File: src/verilog/skip_exec_defs.svh
// constants for the conditional skip execution block
`ifndef SKIP_EXEC_DEFS_SVH
`define SKIP_EXEC_DEFS_SVH
`define DATA_W 8
`define ADDR_W 8
`define MEM_DEPTH 256
`define BIT_SEL_W 3
`define ACC_RESET 8'h00
`define INC_ONE 8'h01
`define ZERO_BYTE 8'h00
`define SKIP_CYCLES 3
`define PLAIN_CYCLES 2
`endif

File: src/verilog/skip_exec_pkg.sv
// types for the conditional skip execution block
`include "skip_exec_defs.svh"
package skip_exec_pkg;
   typedef enum logic [1:0] {
      OP_NONE,
      OP_INC_MEM_SKIP_IF_ZERO,
      OP_INC_TO_ACC_SKIP_IF_ZERO,
      OP_SKIP_IF_BIT_SET
   } skip_op_t;
   typedef enum {
      ST_IDLE,
      ST_READ,
      ST_EXEC,
      ST_DUMMY
   } exec_state_t;
endpackage

File: src/verilog/data_mem.sv
// data memory with registered read data and one write port
`timescale 1ns/1ns
`include "skip_exec_defs.svh"
module data_mem (
   input wire logic clock,
   input wire logic [`ADDR_W-1:0] readAddr,
   output logic [`DATA_W-1:0] readData,
   input wire logic writeEn,
   input wire logic [`ADDR_W-1:0] writeAddr,
   input wire logic [`DATA_W-1:0] writeData
);
   logic [`DATA_W-1:0] store [`MEM_DEPTH];

   // write port
   always_ff @(posedge clock) begin
      if (writeEn) begin
         store[writeAddr] <= writeData;
      end
   end

   // registered read port
   always_ff @(posedge clock) begin
      readData <= store[readAddr];
   end
endmodule

File: src/verilog/skip_on_zero_instr_exec.sv
// executes the three conditional skip instructions against a local data memory
`timescale 1ns/1ns
`include "skip_exec_defs.svh"
// Contract
// - increment-memory op adds one, writes byte back, skips when sum is zero
// - nonzero incremented result means no skip, next instruction runs
// - accumulator variant loads sum into accumulator, memory untouched, skip on zero
// - bit-test op skips when the selected memory bit is one
// - tested bit zero means no skip, sequential instruction runs
// - a taken skip adds a dummy cycle, making three cycles total
module skip_on_zero_instr_exec
   import skip_exec_pkg::*;
(
   input wire logic clock,
   input wire logic rst_b,
   input wire logic start,
   input wire skip_op_t opcode,
   input wire logic [`ADDR_W-1:0] memAddr,
   input wire logic [`BIT_SEL_W-1:0] bitSel,
   input wire logic loadEn,
   input wire logic [`ADDR_W-1:0] loadAddr,
   input wire logic [`DATA_W-1:0] loadData,
   output logic busy,
   output logic done,
   output logic skipTaken,
   output logic dummyCycle,
   output logic [`DATA_W-1:0] accumulator,
   output logic [3:0] statusFlags,
   output logic [`DATA_W-1:0] memRead
);
   exec_state_t state;
   skip_op_t curOp;
   logic [`ADDR_W-1:0] curAddr;
   logic [`BIT_SEL_W-1:0] curBit;
   logic [`DATA_W-1:0] memData;
   logic [`DATA_W-1:0] incResult;
   logic takeSkip;
   logic memWriteEn;
   logic [`ADDR_W-1:0] memWriteAddr;
   logic [`DATA_W-1:0] memWriteData;
   logic [`ADDR_W-1:0] memReadAddr;

   // idle reads follow the request address so the external view works too
   assign memReadAddr = (state == ST_IDLE) ? memAddr : curAddr;

   // loader port wins only while idle; execution owns the memory otherwise
   always_comb begin
      memWriteEn = 1'b0;
      memWriteAddr = curAddr;
      memWriteData = incResult;
      if (state == ST_EXEC && curOp == OP_INC_MEM_SKIP_IF_ZERO) begin
         memWriteEn = 1'b1;
      end else if (state == ST_IDLE && loadEn) begin
         memWriteEn = 1'b1;
         memWriteAddr = loadAddr;
         memWriteData = loadData;
      end
   end

   data_mem u_mem (
      .clock(clock),
      .readAddr(memReadAddr),
      .readData(memData),
      .writeEn(memWriteEn),
      .writeAddr(memWriteAddr),
      .writeData(memWriteData)
   );

   // increment and skip decision
   assign incResult = memData + `INC_ONE;
   always_comb begin
      case (curOp)
         OP_INC_MEM_SKIP_IF_ZERO: takeSkip = (incResult == `ZERO_BYTE);
         OP_INC_TO_ACC_SKIP_IF_ZERO: takeSkip = (incResult == `ZERO_BYTE);
         OP_SKIP_IF_BIT_SET: takeSkip = memData[curBit];
         default: takeSkip = 1'b0;
      endcase
   end

   // sequencer: read, execute, optional dummy cycle
   always_ff @(posedge clock) begin
      if (!rst_b) begin
         state <= ST_IDLE;
      end else begin
         case (state)
            ST_IDLE: if (start && opcode != OP_NONE) state <= ST_READ;
            ST_READ: state <= ST_EXEC;
            ST_EXEC: state <= takeSkip ? ST_DUMMY : ST_IDLE;
            ST_DUMMY: state <= ST_IDLE;
            default: state <= ST_IDLE;
         endcase
      end
   end

   // capture the request
   always_ff @(posedge clock) begin
      if (!rst_b) begin
         curOp <= OP_NONE;
         curAddr <= '0;
         curBit <= '0;
      end else if (state == ST_IDLE && start) begin
         curOp <= opcode;
         curAddr <= memAddr;
         curBit <= bitSel;
      end
   end

   // accumulator only written by the accumulator variant
   always_ff @(posedge clock) begin
      if (!rst_b) begin
         accumulator <= `ACC_RESET;
      end else if (state == ST_EXEC && curOp == OP_INC_TO_ACC_SKIP_IF_ZERO) begin
         accumulator <= incResult;
      end
   end

   // completion and skip report
   always_ff @(posedge clock) begin
      if (!rst_b) begin
         done <= 1'b0;
         skipTaken <= 1'b0;
      end else begin
         done <= (state == ST_EXEC && !takeSkip) || state == ST_DUMMY;
         if (state == ST_EXEC) begin
            skipTaken <= takeSkip;
         end
      end
   end

   // registered view of memory for the core
   always_ff @(posedge clock) begin
      if (!rst_b) begin
         memRead <= `ZERO_BYTE;
      end else begin
         memRead <= memData;
      end
   end

   // status flags are never modified by these instructions
   always_ff @(posedge clock) begin
      if (!rst_b) begin
         statusFlags <= 4'h0;
      end else begin
         statusFlags <= statusFlags;
      end
   end

   assign busy = (state != ST_IDLE);
   assign dummyCycle = (state == ST_DUMMY);

   // a skip lasts read, execute and dummy: three cycles
   skip_three_a: assert property (@(posedge clock) disable iff (!rst_b)
      (state == ST_EXEC && takeSkip) |=> dummyCycle ##1 (done && !busy))
      else $error("skip did not take three cycles");

   no_skip_two_a: assert property (@(posedge clock) disable iff (!rst_b)
      (state == ST_EXEC && !takeSkip) |=> (done && !dummyCycle && !busy))
      else $error("non-skip took a dummy cycle");

   mem_write_a: assert property (@(posedge clock) disable iff (!rst_b)
      (state == ST_EXEC && curOp == OP_INC_MEM_SKIP_IF_ZERO)
      |-> (memWriteEn && memWriteData == memData + `INC_ONE))
      else $error("increment not written back");

   acc_load_a: assert property (@(posedge clock) disable iff (!rst_b)
      (state == ST_EXEC && curOp == OP_INC_TO_ACC_SKIP_IF_ZERO)
      |=> (accumulator == $past(memData) + `INC_ONE))
      else $error("accumulator not loaded");

   acc_nomem_a: assert property (@(posedge clock) disable iff (!rst_b)
      (state != ST_IDLE && curOp != OP_INC_MEM_SKIP_IF_ZERO) |-> !memWriteEn)
      else $error("memory written by wrong op");

   bit_skip_a: assert property (@(posedge clock) disable iff (!rst_b)
      (state == ST_EXEC && curOp == OP_SKIP_IF_BIT_SET && memData[curBit]) |=> dummyCycle)
      else $error("bit set did not skip");

   bit_noskip_a: assert property (@(posedge clock) disable iff (!rst_b)
      (state == ST_EXEC && curOp == OP_SKIP_IF_BIT_SET && !memData[curBit])
      |=> (!dummyCycle && !skipTaken))
      else $error("bit clear skipped");

   flags_hold_a: assert property (@(posedge clock) disable iff (!rst_b)
      busy |=> $stable(statusFlags))
      else $error("status flags changed");

   // an accepted request shows busy in the next cycle with no stale done
   take_busy_a: assert property (@(posedge clock) disable iff (!rst_b)
      (state == ST_IDLE && start && opcode != OP_NONE) |=> (busy && !done))
      else $error("request not accepted");

   // the read cycle always moves on to execute
   read_exec_a: assert property (@(posedge clock) disable iff (!rst_b)
      (state == ST_READ) |=> (busy && !dummyCycle && !done))
      else $error("read cycle not followed by execute");

   // an all-ones byte wraps to zero, so the memory variant must skip
   zero_sum_skip_a: assert property (@(posedge clock) disable iff (!rst_b)
      (state == ST_EXEC && curOp == OP_INC_MEM_SKIP_IF_ZERO && (&memData))
      |=> (skipTaken && dummyCycle))
      else $error("wrapped sum did not skip");

   // any other byte gives a nonzero sum and no skip
   sum_noskip_a: assert property (@(posedge clock) disable iff (!rst_b)
      (state == ST_EXEC && curOp == OP_INC_MEM_SKIP_IF_ZERO && !(&memData))
      |=> (!skipTaken && !dummyCycle))
      else $error("nonzero sum skipped");

   // the sum goes back to the operand address captured at the start
   write_addr_a: assert property (@(posedge clock) disable iff (!rst_b)
      (state == ST_EXEC && curOp == OP_INC_MEM_SKIP_IF_ZERO) |-> (memWriteAddr == curAddr))
      else $error("sum written to wrong address");

   // accumulator variant on an all-ones byte loads zero and skips
   acc_zero_skip_a: assert property (@(posedge clock) disable iff (!rst_b)
      (state == ST_EXEC && curOp == OP_INC_TO_ACC_SKIP_IF_ZERO && (&memData))
      |=> (skipTaken && dummyCycle && accumulator == `ZERO_BYTE))
      else $error("wrapped accumulator sum did not skip");

   // the accumulator moves only at the end of an accumulator variant execute
   acc_hold_a: assert property (@(posedge clock) disable iff (!rst_b)
      !(state == ST_EXEC && curOp == OP_INC_TO_ACC_SKIP_IF_ZERO) |=> $stable(accumulator))
      else $error("accumulator changed by another op");

   // done is a single-cycle pulse
   done_pulse_a: assert property (@(posedge clock) disable iff (!rst_b)
      done |=> !done)
      else $error("done held for more than one cycle");

   // flags stay at their reset value throughout
   flags_zero_a: assert property (@(posedge clock) disable iff (!rst_b)
      statusFlags == 4'h0)
      else $error("status flags left reset value");
endmodule

File: config.mk
export PLATFORM = sky130hd
export DESIGN_NAME = skip_on_zero_instr_exec
export DESIGN_NICKNAME = d
export VERILOG_FILES = /design/src/verilog/skip_exec_pkg.sv /design/src/verilog/data_mem.sv /design/src/verilog/skip_on_zero_instr_exec.sv
export VERILOG_INCLUDE_DIRS = /design/src /design/src/verilog
export SDC_FILE = /design/constraint.sdc
export NUM_CORES = 2
export LEC_CHECK = 0
export BUFFER_PORTS_ARGS = -buffer_cell sky130_fd_sc_hd__buf_2
export CAP_MARGIN = 40
export CORE_ASPECT_RATIO = 0.5
export CORE_UTILIZATION = 50
export DETAILED_ROUTE_END_ITERATION = 10
export GPL_ROUTABILITY_DRIVEN = 0
export GPL_TIMING_DRIVEN = 1
export PLACE_DENSITY = 0.75
export SYNTH_ARGS = -nofsm -noshare
export SYNTH_HDL_FRONTEND = slang
export SYNTH_SLANG_ARGS = --single-unit
File: constraint.sdc
create_clock -name clock -period 29 [get_ports clock]
set_clock_uncertainty 0.05 [all_clocks]
set_input_delay 5.8 -clock clock [delete_from_list [all_inputs] [get_ports clock]]
set_output_delay 5.8 -clock clock [all_outputs]
set_load 0.02 [all_outputs]
# ---- Yosys cells after proc, flatten, opt, wreduce, memory -nomap -nowiden
# Memory sizes are Yosys's and may differ from the RTL's. A register that Yosys moved wholly into a read port is not among the register bits.
# Cells that the tools add are included.
dict set report op_classes {
  n_eq_ne 8
  mux 15
  n_lt_le_gt_ge 1
  add_sub_neg 1
  reduce_logical 14
}
# operator count
set ops {}
lappend ops {{$pmux 32 s3} 1}
lappend ops {{$eq 32x3->1 const B} 2}
lappend ops {{$logic_not 32->1} 2}
lappend ops {{$mux 8} 5}
lappend ops {{$eq 32x1->1 const B} 1}
lappend ops {{$eq 32x2->1 const B} 1}
lappend ops {{$mux 32} 1}
lappend ops {{$reduce_bool 32->1} 1}
lappend ops {{$add 8x1->8 const B} 1}
lappend ops {{$logic_not 8->1} 1}
lappend ops {{$logic_and 1x1->1} 6}
lappend ops {{$mux 1} 5}
lappend ops {{$eq 2x2->1 const B} 2}
lappend ops {{$lt 3x4->1 const B} 1}
lappend ops {{$bmux 1 s3} 1}
lappend ops {{$eq 2x1->1 const B} 1}
lappend ops {{$mux 2} 1}
lappend ops {{$ne 2x2->1 const B} 1}
lappend ops {{$pmux 1 s2} 1}
lappend ops {{$reduce_bool 2->1} 1}
lappend ops {{$reduce_or 2->1} 1}
lappend ops {{$logic_not 1->1} 1}
lappend ops {{$logic_or 1x1->1} 1}
dict set report word_totals {
  output_inout_bits 24
  ff_bits 63
  memories 1
  elab_cells 48
  ramBits 2048
  inputBits 33
}
# memory depth word_bits rd rd_ports_with_merged_regs wr line
set mem_list {}
lappend mem_list {u_mem.store 256 8 1 1 1 data_mem.sv:12} ;# logic [`DATA_W-1:0] store [`MEM_DEPTH];

# ---- Depth between registers and ports, before layout
dict set report logic_depth {
  ltp_word 6
  depth_mapped 14
  mapped_depth_nobuf 9
}

# ---- Cells and area by module
# From an unflattened synthesis, not the netlist that was laid out.
dict set report unflattened {
  cells_unflattened 3926
  area_unflattened_um2 81319.2
}
# module cells_each seq_area_each_um2 n_inst area_per_inst_um2
set modules_own_cells {}
lappend modules_own_cells {data_mem 3733 61659.1 1 79556.3}
lappend modules_own_cells {skip_on_zero_instr_exec 193 660.6 1 1762.9}

# ---- Worst setup path after synthesis
# No wires, ideal clock.
dict set report synth_timing {
  kind {input-to-reg}
  from {in loadEn}
  to {mem u_mem.store[0][5] (netlist name) (data pin)}
  path_slack_ns 14.030
  cell_stages 5
  required_ns 27.371
  arrival_time_ns 13.341
  setup_time_ns 1.579
  n_path_buf 2
  cell_sequence {nand2_1 > clkbuf_1 > clkbuf_1 > nor2_1 > a21oi_1}
}
dict set report synth_between {
  elab_chain_cells 3
}
# item line
set synth_lines {}
lappend synth_lines {{from (decl)} skip_on_zero_instr_exec.sv:20} ;# input wire logic loadEn,
lappend synth_lines {{$logic_and 1x1->1} skip_on_zero_instr_exec.sv:53} ;# end else if (state == ST_IDLE && loadEn) begin
lappend synth_lines {{$mux 8} skip_on_zero_instr_exec.sv:53}
lappend synth_lines {{$mux 8} skip_on_zero_instr_exec.sv:51} ;# if (state == ST_EXEC && curOp == OP_INC_MEM_SKIP_IF_ZERO) begin
lappend synth_lines {{named net memWriteData[5]} skip_on_zero_instr_exec.sv:40} ;# logic [`DATA_W-1:0] memWriteData;
lappend synth_lines {{to (decl)} data_mem.sv:12}
# The timed path passes the listed nets, and every way through them passes these cells.

# ---- Worst setup path after layout
dict set report layout_timing {
  from {in memAddr[1]}
  to {reg u_mem.readData[6] (read register of u_mem.store)}
}
dict set report layout_between {
  elab_chain_cells 1
}
# item line
set layout_lines {}
lappend layout_lines {{from (decl)} skip_on_zero_instr_exec.sv:18} ;# input wire logic [`ADDR_W-1:0] memAddr,
lappend layout_lines {{$mux 8} skip_on_zero_instr_exec.sv:44} ;# assign memReadAddr = (state == ST_IDLE) ? memAddr : curAddr;
lappend layout_lines {{to (decl)} data_mem.sv:7} ;# output logic [`DATA_W-1:0] readData,
# No other way between the ends.
# A chain may end at the register's enable or synchronous reset.

==> flow_metrics.tcl <==
set metrics [dict create \
    grt_pass1_wl_mm 313 \
    cpMaxStageDelayCell "buf_4" \
    ys_seq_area_share_pct 76.0 \
    rows 104 \
    clk_pin_slew_ps 60 \
    synth_edf_count 2048 \
    die_h_um 288 \
    drt-total-wl_mm 217 \
    dpl-instance-area_mm2 0.0847 \
    synth_commonest_cells "edfxtp_1 (2048), nand2_1 (874), nor2_1 (403)" \
    overflow 0 \
    clockBufferDepth 3 \
    cts_buffers 180 \
    cts_hold_buf 0 \
    fin_setup_tns_ps 0 \
    leakage_nw 29.0 \
    synth-async-reset-ratio_pct 0 \
    endpoint_kind "flop" \
    avgSynthCellArea_um2 15.1 \
    place_hpwl_mm 126 \
    wl_per_cell_um 28.1 \
    die_w_um 575 \
    dieArea_mm2 0.166 \
    core_mm2 0.162 \
    cp_common_cell "buf_4" \
    first_iter_violations 7869 \
    synth_ff_type "edfxtp_1" \
    tightest_slew_ps 1270 \
    ant_nets 0 \
    drive_above_1_share_pct 9.66 \
    finalCritPeriodShare_pct 35.3 \
    synth.distinct_cells 61 \
    cts_root_buf "clkbuf_16" \
    max_freq_mhz 97.7 \
    final_nets 5456 \
    power_density_mw_per_mm2 76.3 \
    finalHoldViolCount 0 \
    vias_per_cell 6.46 \
    synth-seq-cells 2089 \
    rsz0062_at_grt "false" \
    syn2layout_area_growth_pct 10.3 \
    fill_cells 11900 \
    fin_area_mm2 0.0904 \
    grt_max_degree 257 \
    grtUsageTotal_pct 25.7 \
    vdd_drop_max_v 0.0000695 \
    clock_latency_ps 830 \
    syn-cell-area_mm2 0.0820 \
    port_buffers 52 \
    layout_min_cycle_time_ps 10240 \
    post_cts_buffers 0 \
    yosysWarnings 0 \
    dr_total_vias 50000 \
    dr.pass1.iters 9 \
    yosys.area.top_type "edfxtp_1" \
    start_util_pct 50.7 \
    worstSetupPathType "input port to flop" \
    maxSlewViolCount 0 \
    cts_tree "done" \
    synth_area_leaders "edfxtp_1 (75%), nand2_1 (4.0%), mux2i_1 (3.7%)" \
    cts_htree_levels 4 \
    hold_path.class "flop to flop" \
    max-cap-violations 0 \
    ioPinCount 57 \
    post_cts_resized 0 \
    worstPathCellList "buf_2, or3b_2, nand2_8, buf_4, buf_4, buf_4, mux2i_1, o22ai_1, a211oi_1, o221ai_1, nor3_1, nor4_1" \
    max-slew-margin-rel_pct 15.0 \
    setup_viol 0 \
    status "finished clean" \
    drc 0 \
    grt_pass1_vias 48000 \
    cp_max_fo 85 \
    crit_required_ps 29630 \
    cts_sinks 2089 \
    yosysMostFrequentCell "edfxtp_1" \
    start_kind "input port" \
    syn_inst 5418 \
    max_stage_delay_ps 840 \
    synth_top_area_share_pct 75.0 \
    antenna_found_initial 5 \
    cp.arrival_ps 10860 \
]
-- worst paths after layout --
check / start / cells past startpoint / slack, ps / to
setup reg to reg: state[1] / 11 / 23000 / u_mem.readData[6]
hold / removal: curBit[2] / 2 / 420 / curBit[2]
hold reg to reg: curBit[2] / 2 / 420 / curBit[2]
setup / recovery: memAddr[1] / 12 / 18760 / u_mem.readData[6]
-- power breakdown --
part	leakage, nW	switching (mW)	internal, mW
clock	2.76	1.08	1.28
sequential	18.7	0.0199	3.61
combinational	7.58	0.706	0.197
total	29.0	1.81	5.09
-- state kept, by name, summed over array words and instances (netlist names) --
name            count
accumulator         8
curAddr             8
curBit              3
curOp               2
done                1
memRead             8
skipTaken           1
state               2
u_mem.readData      8
u_mem.store      2048
-- layout by cell type (no fill, tap or decap), types with 77 or more instances in the layout --
cell,instances
edfxtp_1,2048
nand2_1,869
nor2_1,402
mux2i_1,301
a21oi_1,271
clkbuf_16,181
nand3_1,162
o21ai_0,110
a221oi_1,99
a32oi_1,96
buf_4,95
a31oi_1,85
nand4_1,82
mux4_2,77
-- kinds of logic after synthesis --
group / synth area share, %
mux: 5.84
compound gates: 7.44
fa+ha+maj: 0.0916
buf+inv: 2.19
xor+xnor: 0.0641
other cells: 0.00457
simple gates: 8.33
flops: 76.0
-- area by class of cell --
cell class	count	area, um^2	area share [%]
antenna	7	17.5	0.0194
clock buffer	234	4770	5.27
clock inverter	89	911	1.01
inverter	10	37.5	0.0415
multi-input combinational	2955	18100	20.0
sequential	2089	62300	68.9
tap	2173	2720	3.01
timing repair buffer	181	1510	1.67
-- worst max-delay path: cells and delay by family --
family                 cells  cell delay (ps)
buffers and inverters      4             2580
AO/OA/AOI/OAI              3              680
AND/OR/NAND/NOR            4             1380
multiplexers               1              300
-- routing by layer --
layer | GRT usage [%] | part of all wire (%) | vias up
met5 | 0.139 | 0.020 | -
met4 | 11.8 | 4.7 | 6
met3 | 7.75 | 14 | 589
met2 | 39.7 | 45 | 3562
met1 | 33.8 | 36 | 24900
li1 | - | - | 20900
-- per-stage QoR --
stage | util, % | hold WS, ps | setup WS (ps) | total power, mW | std cells
global placement | 52.1 | 410 | 17990 | 4.52 | 7365
finish | 55.9 | 418 | 18760 | 6.89 | 7738
detailed placement | 52.3 | 406 | 17980 | 4.57 | 7402
floorplan | - | 391 | 14030 | 4.29 | 5421
global route | 55.9 | 439 | 18500 | 7.04 | 7731
CTS | 55.9 | 415 | 18820 | 6.87 | 7725
Note: power is estimated with default switching activity, not from simulation.
